File: src/pkg/tcc8_pkg.sv
`default_nettype none
package tcc8_pkg;
	localparam int         TCC8_ADDR_W       = 8;
	localparam int         TCC8_DATA_W       = 32;
	localparam int         TCC8_CNT_W        = 8;
	localparam int         TCC8_PRESC_W      = 10;
	localparam int         TCC8_NUM_CH       = 2;
	localparam int         TCC8_NUM_IRQ      = 3;

	localparam logic [7:0] TCC8_OFS_CTRL_A   = 8'h00;
	localparam logic [7:0] TCC8_OFS_CTRL_B   = 8'h04;
	localparam logic [7:0] TCC8_OFS_COUNT    = 8'h08;
	localparam logic [7:0] TCC8_OFS_CMP_A    = 8'h0C;
	localparam logic [7:0] TCC8_OFS_CMP_B    = 8'h10;
	localparam logic [7:0] TCC8_OFS_MASK     = 8'h14;
	localparam logic [7:0] TCC8_OFS_FLAG     = 8'h18;

	localparam int         TCC8_WM_LO_LSB    = 0;
	localparam int         TCC8_ACT_B_LSB    = 4;
	localparam int         TCC8_ACT_A_LSB    = 6;
	localparam int         TCC8_CS_LSB       = 0;
	localparam int         TCC8_WM2_POS      = 3;
	localparam logic [7:0] TCC8_CTRL_A_MASK  = 8'hF3;
	localparam logic [7:0] TCC8_CTRL_B_MASK  = 8'h0F;

	localparam int         TCC8_IRQ_OVF      = 0;
	localparam int         TCC8_IRQ_MATCH0   = 1;

	localparam logic [7:0] TCC8_BOTTOM       = 8'h00;
	localparam logic [7:0] TCC8_MAX          = 8'hFF;
	localparam logic [7:0] TCC8_RST_BYTE     = 8'h00;
	localparam logic [2:0] TCC8_RST_FLAGS    = 3'h0;

	localparam logic [2:0] TCC8_CS_STOP      = 3'h0;
	localparam logic [2:0] TCC8_CS_DIV1      = 3'h1;
	localparam logic [2:0] TCC8_CS_DIV8      = 3'h2;
	localparam logic [2:0] TCC8_CS_DIV64     = 3'h3;
	localparam logic [2:0] TCC8_CS_DIV256    = 3'h4;
	localparam logic [2:0] TCC8_CS_DIV1024   = 3'h5;
	localparam logic [2:0] TCC8_CS_EXT_FALL  = 3'h6;
	localparam logic [2:0] TCC8_CS_EXT_RISE  = 3'h7;

	localparam logic [2:0] TCC8_WM_NORMAL    = 3'h0;
	localparam logic [2:0] TCC8_WM_CTC       = 3'h2;

	localparam logic [1:0] TCC8_ACT_NONE     = 2'h0;
	localparam logic [1:0] TCC8_ACT_TOGGLE   = 2'h1;
endpackage
`default_nettype wire

File: src/rtl/tcc8_core.sv
// Decided for this implementation: the APB slave port and the register addresses.
`timescale 1ns/100ps
`default_nettype none
//Contract
// - counter and two compares are 8-bit
// - flags visible, each gated by mask bit
// - tick from prescaler or external pin edge
// - clock select zero stops the counter
// - bottom is 0x00, max is 0xFF
// - top is 0xFF or compare A
// - each tick clears, increments or decrements
// - cpu reads and writes counter anytime
// - cpu counter write beats count or clear
// - wave mode split over two control registers
// - overflow flag set per wave mode
// - comparators flag equality on each channel
// - match flag set on following tick
// - servicing interrupt clears its flag
// - writing one clears flag, zero ignored
// - match and top drive wave outputs
// - compares double buffered only in pwm modes
// - buffer loads active compare at top
// - cpu reaches buffer or active compare
// - three interrupt sources: overflow, A, B
// - clear control zeroes all counter bits
// - normal mode wraps, overflow on zero
// - ctc mode clears on compare A
// - counter write blocks next tick match
module tcc8_core
	import tcc8_pkg::*;
(
	input  wire logic                    pclk,
	input  wire logic                    presetn,
	input  wire logic                    psel,
	input  wire logic                    penable,
	input  wire logic                    pwrite,
	input  wire logic [TCC8_ADDR_W-1:0]  paddr,
	input  wire logic [TCC8_DATA_W-1:0]  pwdata,
	input  wire logic [3:0]              pstrb,
	output logic                         pready,
	output logic [TCC8_DATA_W-1:0]       prdata,
	output logic                         pslverr,
	input  wire logic                    ext_count_input,
	input  wire logic [TCC8_NUM_IRQ-1:0] irq_ack,
	output logic [TCC8_NUM_IRQ-1:0]      irq_req,
	output logic                         wave_out_a,
	output logic                         wave_out_b
);

	logic [7:0]              timer_ctrl_a_reg;
	logic [7:0]              timer_ctrl_b_reg;
	logic [TCC8_CNT_W-1:0]   count_value;
	logic [TCC8_CNT_W-1:0]   next_count;
	logic                    count_down;
	logic                    next_down;
	logic [TCC8_CNT_W-1:0]   cmp_buf [TCC8_NUM_CH];
	logic [TCC8_CNT_W-1:0]   cmp_value [TCC8_NUM_CH];
	logic [TCC8_NUM_IRQ-1:0] timer_flag_reg;
	logic [TCC8_NUM_IRQ-1:0] timer_mask_reg;
	logic [TCC8_NUM_IRQ-1:0] flag_set;
	logic [TCC8_NUM_IRQ-1:0] flag_clr;
	logic [TCC8_NUM_CH-1:0]  match_eq;
	logic [TCC8_NUM_CH-1:0]  wave_q;
	logic [1:0]              output_action_field [TCC8_NUM_CH];
	logic [TCC8_PRESC_W-1:0] presc;
	logic                    ext_s1;
	logic                    ext_s2;
	logic                    ext_s3;
	logic                    timer_tick;
	logic                    match_block;
	logic [2:0]              clock_select_field;
	logic [2:0]              wave_mode_field;
	logic                    pwm;
	logic                    phase;
	logic                    fast;
	logic                    top_is_a;
	logic [TCC8_CNT_W-1:0]   top_val;
	logic                    at_top;
	logic                    at_bottom;
	logic                    ovf_set;
	logic                    setup;
	logic                    access;
	logic                    hit;
	logic                    wr_ok;
	logic                    count_wr;
	logic [7:0]              wdat;
	logic [7:0]              rd_byte;

	function automatic logic addr_is(input logic [TCC8_ADDR_W-1:0] a, input logic [7:0] ofs);
		addr_is = (a == ofs);
	endfunction

	// apb: registered answer, one wait-free access after each setup
	assign setup    = psel & ~penable;
	assign access   = psel & penable & pready;
	assign wdat     = pwdata[7:0];
	assign wr_ok    = access & pwrite & ~pslverr & pstrb[0];
	assign count_wr = wr_ok & addr_is(paddr, TCC8_OFS_COUNT);

	// two control registers together hold the 3-bit wave mode
	assign wave_mode_field    = {timer_ctrl_b_reg[TCC8_WM2_POS],
		timer_ctrl_a_reg[TCC8_WM_LO_LSB +: 2]};
	assign clock_select_field = timer_ctrl_b_reg[TCC8_CS_LSB +: 3];
	assign output_action_field[0] = timer_ctrl_a_reg[TCC8_ACT_A_LSB +: 2];
	assign output_action_field[1] = timer_ctrl_a_reg[TCC8_ACT_B_LSB +: 2];

	// odd modes are the pwm ones; modes 4 and 6 fall back to normal counting
	assign pwm      = wave_mode_field[0];
	assign phase    = pwm & ~wave_mode_field[1];
	assign fast     = pwm & wave_mode_field[1];
	assign top_is_a = (wave_mode_field == TCC8_WM_CTC) | (pwm & wave_mode_field[2]);
	assign top_val  = top_is_a ? cmp_value[0] : TCC8_MAX;
	assign at_top    = (count_value == top_val);
	assign at_bottom = (count_value == TCC8_BOTTOM);

	always_comb begin
		hit = 1'b1;
		unique case (paddr)
			TCC8_OFS_CTRL_A: rd_byte = timer_ctrl_a_reg;
			TCC8_OFS_CTRL_B: rd_byte = timer_ctrl_b_reg;
			TCC8_OFS_COUNT:  rd_byte = count_value;
			TCC8_OFS_CMP_A:  rd_byte = pwm ? cmp_buf[0] : cmp_value[0];
			TCC8_OFS_CMP_B:  rd_byte = pwm ? cmp_buf[1] : cmp_value[1];
			TCC8_OFS_MASK:   rd_byte = {5'h00, timer_mask_reg};
			TCC8_OFS_FLAG:   rd_byte = {5'h00, timer_flag_reg};
			default: begin
				rd_byte = 8'h00;
				hit     = 1'b0;
			end
		endcase
	end

	always_ff @(posedge pclk or negedge presetn) begin
		if (!presetn) begin
			pready  <= 1'b0;
			prdata  <= 32'h0000_0000;
			pslverr <= 1'b0;
		end else begin
			pready <= setup;
			if (setup) begin
				prdata  <= {24'h00_0000, rd_byte};
				pslverr <= ~hit;
			end
		end
	end

	always_ff @(posedge pclk or negedge presetn) begin
		if (!presetn) begin
			timer_ctrl_a_reg <= TCC8_RST_BYTE;
			timer_ctrl_b_reg <= TCC8_RST_BYTE;
			timer_mask_reg   <= TCC8_RST_FLAGS;
		end else if (wr_ok) begin
			if (addr_is(paddr, TCC8_OFS_CTRL_A))
				timer_ctrl_a_reg <= wdat & TCC8_CTRL_A_MASK;
			if (addr_is(paddr, TCC8_OFS_CTRL_B))
				timer_ctrl_b_reg <= wdat & TCC8_CTRL_B_MASK;
			if (addr_is(paddr, TCC8_OFS_MASK))
				timer_mask_reg <= wdat[TCC8_NUM_IRQ-1:0];
		end
	end

	// tick source; the prescaler runs free so a divider change takes effect at once
	always_ff @(posedge pclk or negedge presetn) begin
		if (!presetn)
			presc <= '0;
		else
			presc <= presc + 1'b1;
	end

	// ext_s1 is read by ext_s2 only; edges come from ext_s2 against ext_s3
	always_ff @(posedge pclk or negedge presetn) begin
		if (!presetn) begin
			ext_s1 <= 1'b0;
			ext_s2 <= 1'b0;
			ext_s3 <= 1'b0;
		end else begin
			ext_s1 <= ext_count_input;
			ext_s2 <= ext_s1;
			ext_s3 <= ext_s2;
		end
	end

	always_comb begin
		unique case (clock_select_field)
			TCC8_CS_STOP:     timer_tick = 1'b0;
			TCC8_CS_DIV1:     timer_tick = 1'b1;
			TCC8_CS_DIV8:     timer_tick = &presc[2:0];
			TCC8_CS_DIV64:    timer_tick = &presc[5:0];
			TCC8_CS_DIV256:   timer_tick = &presc[7:0];
			TCC8_CS_DIV1024:  timer_tick = &presc[9:0];
			TCC8_CS_EXT_FALL: timer_tick = ~ext_s2 & ext_s3;
			TCC8_CS_EXT_RISE: timer_tick = ext_s2 & ~ext_s3;
		endcase
	end

	// counter unit
	always_comb begin
		next_count = count_value;
		next_down  = count_down;
		if (count_wr) begin
			next_count = wdat;
		end else if (timer_tick) begin
			if (phase) begin
				if (count_down && at_bottom) begin
					next_count = count_value + 1'b1;
					next_down  = 1'b0;
				end else if (!count_down && at_top) begin
					next_count = count_value - 1'b1;
					next_down  = 1'b1;
				end else if (count_down) begin
					next_count = count_value - 1'b1;
				end else begin
					next_count = count_value + 1'b1;
				end
			end else if (top_is_a | fast) begin
				next_count = at_top ? TCC8_BOTTOM : count_value + 1'b1;
			end else begin
				next_count = count_value + 1'b1;
			end
			if (!phase)
				next_down = 1'b0;
		end
	end

	always_ff @(posedge pclk or negedge presetn) begin
		if (!presetn) begin
			count_value <= TCC8_RST_BYTE;
			count_down  <= 1'b0;
		end else begin
			count_value <= next_count;
			count_down  <= next_down;
		end
	end

	// a counter write lets one tick pass without a match, even when stopped
	always_ff @(posedge pclk or negedge presetn) begin
		if (!presetn)
			match_block <= 1'b0;
		else if (count_wr)
			match_block <= 1'b1;
		else if (timer_tick)
			match_block <= 1'b0;
	end

	assign ovf_set = timer_tick & ~count_wr & ((~pwm & (count_value == TCC8_MAX)) | (fast & at_top)
		| (phase & count_down & at_bottom));

	// compare channels
	genvar ch;
	generate
		for (ch = 0; ch < TCC8_NUM_CH; ch++) begin : g_ch
			logic cmp_wr;
			logic [1:0] act;
			assign cmp_wr = wr_ok & addr_is(paddr, ch == 0 ? TCC8_OFS_CMP_A : TCC8_OFS_CMP_B);
			assign act    = output_action_field[ch];
			assign match_eq[ch] = (count_value == cmp_value[ch]);
			assign flag_set[TCC8_IRQ_MATCH0 + ch] = timer_tick & match_eq[ch] & ~match_block
				& ~count_wr;

			always_ff @(posedge pclk or negedge presetn) begin
				if (!presetn)
					cmp_buf[ch] <= TCC8_RST_BYTE;
				else if (cmp_wr)
					cmp_buf[ch] <= wdat;
			end

			// direct access outside pwm keeps buffer and active copy equal
			always_ff @(posedge pclk or negedge presetn) begin
				if (!presetn)
					cmp_value[ch] <= TCC8_RST_BYTE;
				else if (!pwm && cmp_wr)
					cmp_value[ch] <= wdat;
				else if (pwm && timer_tick && at_top && !count_wr)
					cmp_value[ch] <= cmp_buf[ch];
			end

			always_ff @(posedge pclk or negedge presetn) begin
				if (!presetn)
					wave_q[ch] <= 1'b0;
				else if (flag_set[TCC8_IRQ_MATCH0 + ch] && act != TCC8_ACT_NONE) begin
					if (!pwm)
						wave_q[ch] <= (act == TCC8_ACT_TOGGLE) ? ~wave_q[ch] : act[0];
					else if (act[1])
						wave_q[ch] <= act[0] ^ (phase & count_down);
				end else if (fast && act[1] && timer_tick && at_top && !count_wr)
					wave_q[ch] <= ~act[0];
			end
		end
	endgenerate

	assign wave_out_a = wave_q[0];
	assign wave_out_b = wave_q[1];

	// flags: a set in the same cycle as a clear wins
	assign flag_set[TCC8_IRQ_OVF] = ovf_set;
	assign flag_clr = irq_ack | ((wr_ok && addr_is(paddr, TCC8_OFS_FLAG)) ? wdat[2:0] : 3'h0);

	always_ff @(posedge pclk or negedge presetn) begin
		if (!presetn) begin
			timer_flag_reg <= TCC8_RST_FLAGS;
			irq_req        <= TCC8_RST_FLAGS;
		end else begin
			timer_flag_reg <= (timer_flag_reg & ~flag_clr) | flag_set;
			irq_req        <= timer_flag_reg & timer_mask_reg & ~flag_clr;
		end
	end
endmodule
`default_nettype wire

File: config.mk
export PLATFORM = sky130hd
export DESIGN_NAME = tcc8_core
export DESIGN_NICKNAME = d
export VERILOG_FILES = /design/src/pkg/tcc8_pkg.sv /design/src/rtl/tcc8_core.sv
export SDC_FILE = /design/constraint.sdc
export NUM_CORES = 1
export LEC_CHECK = 0
export ABC_AREA = 1
export BUFFER_PORTS_ARGS = -buffer_cell sky130_fd_sc_hd__buf_4
export CAP_MARGIN = 0
export CORE_MARGIN = 2
export CORE_UTILIZATION = 35
export CTS_CLUSTER_DIAMETER = 50
export DETAILED_ROUTE_END_ITERATION = 6
export PLACE_DENSITY = 0.54
export SETUP_SLACK_MARGIN = 0.5
export SYNTH_ARGS = -nofsm -noshare
export SYNTH_HDL_FRONTEND = slang
export SYNTH_SLANG_ARGS = --single-unit
File: constraint.sdc
create_clock -name pclk -period 2 [get_ports pclk]
set_input_delay 0.1 -clock pclk [delete_from_list [all_inputs] [get_ports pclk]]
set_output_delay 0.1 -clock pclk [all_outputs]
set_load 0.02 [all_outputs]
==> results.cfg <==
[clocking]
cts_max_level = 3
cts.sinks = 86
numCtsBuffers = 9
clock_path_buffers = 2
cts-root-buf = clkbuf_16
clk_pin_slew_ps = 80
worstSkewPairLatency_ps = 370
cts_tree = yes

[final_layout]
fin_cells = 1049
top_regs = cmp_buf x16, cmp_value x16, presc x10
layout-drive-gt1-share_pct = 34.7
area_delta_synth_final_pct = 36.2
final_area_um2 = 7350
finalNetCount = 914
num_antenna_cells = 0
fill_cells = 1455

[yosys]
ys_seq_elements = 86
syn_area_per_cell_um2 = 7.39
yosysMostFrequentCell = nand2_1
synth_top_cells_by_count = nand2_1, dfrtp_1, inv_1
synth.top_cell.area_share_pct = 39.9
synth_ff_type = dfrtp_1
synth-simple-area-share_pct = 29.7
synthMuxAreaShare_pct = 0.185
async_flop_share_pct = 100
synth_enable_flop_cells = 0
synth_area_leader_cell = dfrtp_1
synth_top_family_by_area = simple AND/OR/NAND/NOR gates
ys_warn_count = 0
synthTopCellsByArea = dfrtp_1, nand2_1, o21ai_0, inv_1, nand3_1
synth_xor_area_share_pct = 3.25
synth_cell_types = 45
syn_area_um2 = 5400
synth-compound-area-share_pct = 14.2
yosysSeqAreaShare_pct = 39.9
synth_fa_ha_area_share_pct = 1.16
netlist_instances = 730

[route]
first_pass_iters = 5
drtIter0Drc = 543
drt_wl_total_um = 17800
drcViolationCount = 0
via_per_inst = 5.16
ant_nets = 0
vias = 5416
wl_per_cell_um = 17.0

[critical_path]
worstPathCellList = ha_4, nand3_4, nor2_4, o21ai_1, nand2_2, nand3_4, nor2_4, buf_6, nand3_2, o211ai_1
crit_path_end_kind = flop
cpLargestDelayFamily = simple AND/OR/NAND/NOR gates
reg2reg_from = presc[1]
startpoint = presc[1]
crit_type = reg -> reg
crit_slowest_cell = dfrtp_1
cp_num_buf_inv = 1
path_max_fanout = 8
start_kind = flop
cpPeakStageDelay_ps = 400
worstPathArrival_ps = 2150
required_ps = 2270

[global_routing]
busiest_layer = met2
overflow = 0
grt_pass1_vias = 4976
grt_pass1_wl_um = 27200
grt_use_met2_pct = 34.0
grt.total_usage_pct = 21.9
use_met3_pct = 4.01
antenna_found_initial = 0
use_met1_pct = 30.5
grt_max_degree = 37

[sta]
max_slew.worst_pin.slew_ps = 526
hold_violations = 0
fin_hold_ws_ps = 2.70
slew_viol_final = 0
rsz0062_at_grt = yes
min_period_over_period_pct = 93.8
fmax_mhz = 533
fin_setup_tns_ps = 0
setup_viol = 0
clock_skew_ps = 14.9
finalCriticalPeriod_ps = 1880
slew_headroom_pct = 64.9

[status]
status = complete, no violations

[power]
ir_drop_v = 0.000421
power.leakage_nw = 3.47
power_density_nw_per_um2 = 536
total_power_mw = 3.94

[floorplanning]
dieWidth_um = 128
dieArea_um2 = 16400
start_util_pct = 35.6
die_y_um = 128
rows = 45
core_area_um2 = 15100
ios = 92

[min_path]
hp-class = in -> reg
min_from = pwdata[0]

[place]
io_buffers = 40
post_dp_cell_area_um2 = 6080
globalplace.congestion = 0.912
hpwl_um = 12500
dpl.cell_count = 977

[run]
cap_violations = 0
## cells in the final DEF, fill, tap and decap left out, types with 6 or more instances in the layout
master and count:
o21ai_0 49, nand2_4 7, nand2_1 176, o22ai_1 17
inv_2 14, nand2_2 36, nand3_1 27, nand3_4 7
a31oi_1 6, buf_4 115, o21ai_1 23, a21oi_1 8
clkbuf_16 9, nand3_2 14, inv_1 67, nand4_1 14
nor2_1 33, nor2_4 11, o211ai_1 8, buf_6 14
conb_1 24, dfrtp_1 76, nor2_2 11, o21ai_2 10
dfrtp_2 10, xor2_1 16
## path summary, 6_finish.rpt
check / endpoint / slack, ps / depth (start not counted)
worst min register to register: ext_s2 / 350 / 0
worst min-delay path: count_value[0] / 3 / 3
max in group asynchronous: cmp_buf[12] / 1100 / 3
worst max register to register: cmp_value[6] / 120 / 10
min in group asynchronous: count_down / 250 / 2
worst max-delay path: cmp_value[6] / 120 / 10
## power by group
group	internal (mW)	switching [mW]	leakage, nW	total [mW]
clock	1.10	0.786	0.150	1.89
sequential	1.76	0.0123	1.08	1.77
combinational	0.0884	0.193	2.24	0.281
total	2.95	0.991	3.47	3.94
## layer usage
layer / vias up / wire (um)
met2: 206 / 8080
li1: 2601 / -
met1: 2573 / 8150
met4: 0 / 537
met3: 36 / 1090
met5: - / 0
## stage by stage
| step | setup slack (ps) | util (%) |
|---|---|---|
| floorplan | 368 | - |
| global placement | 60.8 | 40.2 |
| detailed placement | 49.3 | 40.2 |
| CTS | 160 | 46.0 |
| global route | 8.38 | 48.5 |
| finish | 124 | 48.5 |
## cell type report
type | count | area (um^2) | share of cell area (%)
clock buffer | 10 | 229 | 3.11
multi-input combinational | 535 | 3150 | 42.9
tap | 188 | 235 | 3.20
timing repair buffer | 134 | 1110 | 15.1
sequential | 86 | 2160 | 29.4
inverter | 90 | 364 | 4.95
clock inverter | 6 | 92.6 | 1.26
## logic make-up after synthesis
family / after synthesis
xor+xnor: 20
buf+inv: 133
simple gates: 349
compound gates: 135
mux: 1
fa+ha+maj: 5
flops: 86
other cells: 1
## tightest hold or removal path: cells and delay by family
family,cells,cell delay [ps]
buffers and inverters,1,100
AO/OA/AOI/OAI,1,80
AND/OR/NAND/NOR,1,50
## what timing repair did
action / in CTS / in global routing
pin swaps: 37 / 43
gates resized for setup: 74 / 79
endpoints found under the setup margin: 63 / 66
hold endpoints to repair: 35 / 0
gates cloned: 2 / 0
hold buffers: 2 / 0
setup buffers: 33 / 19
Note: power is estimated with default switching activity, not from simulation.
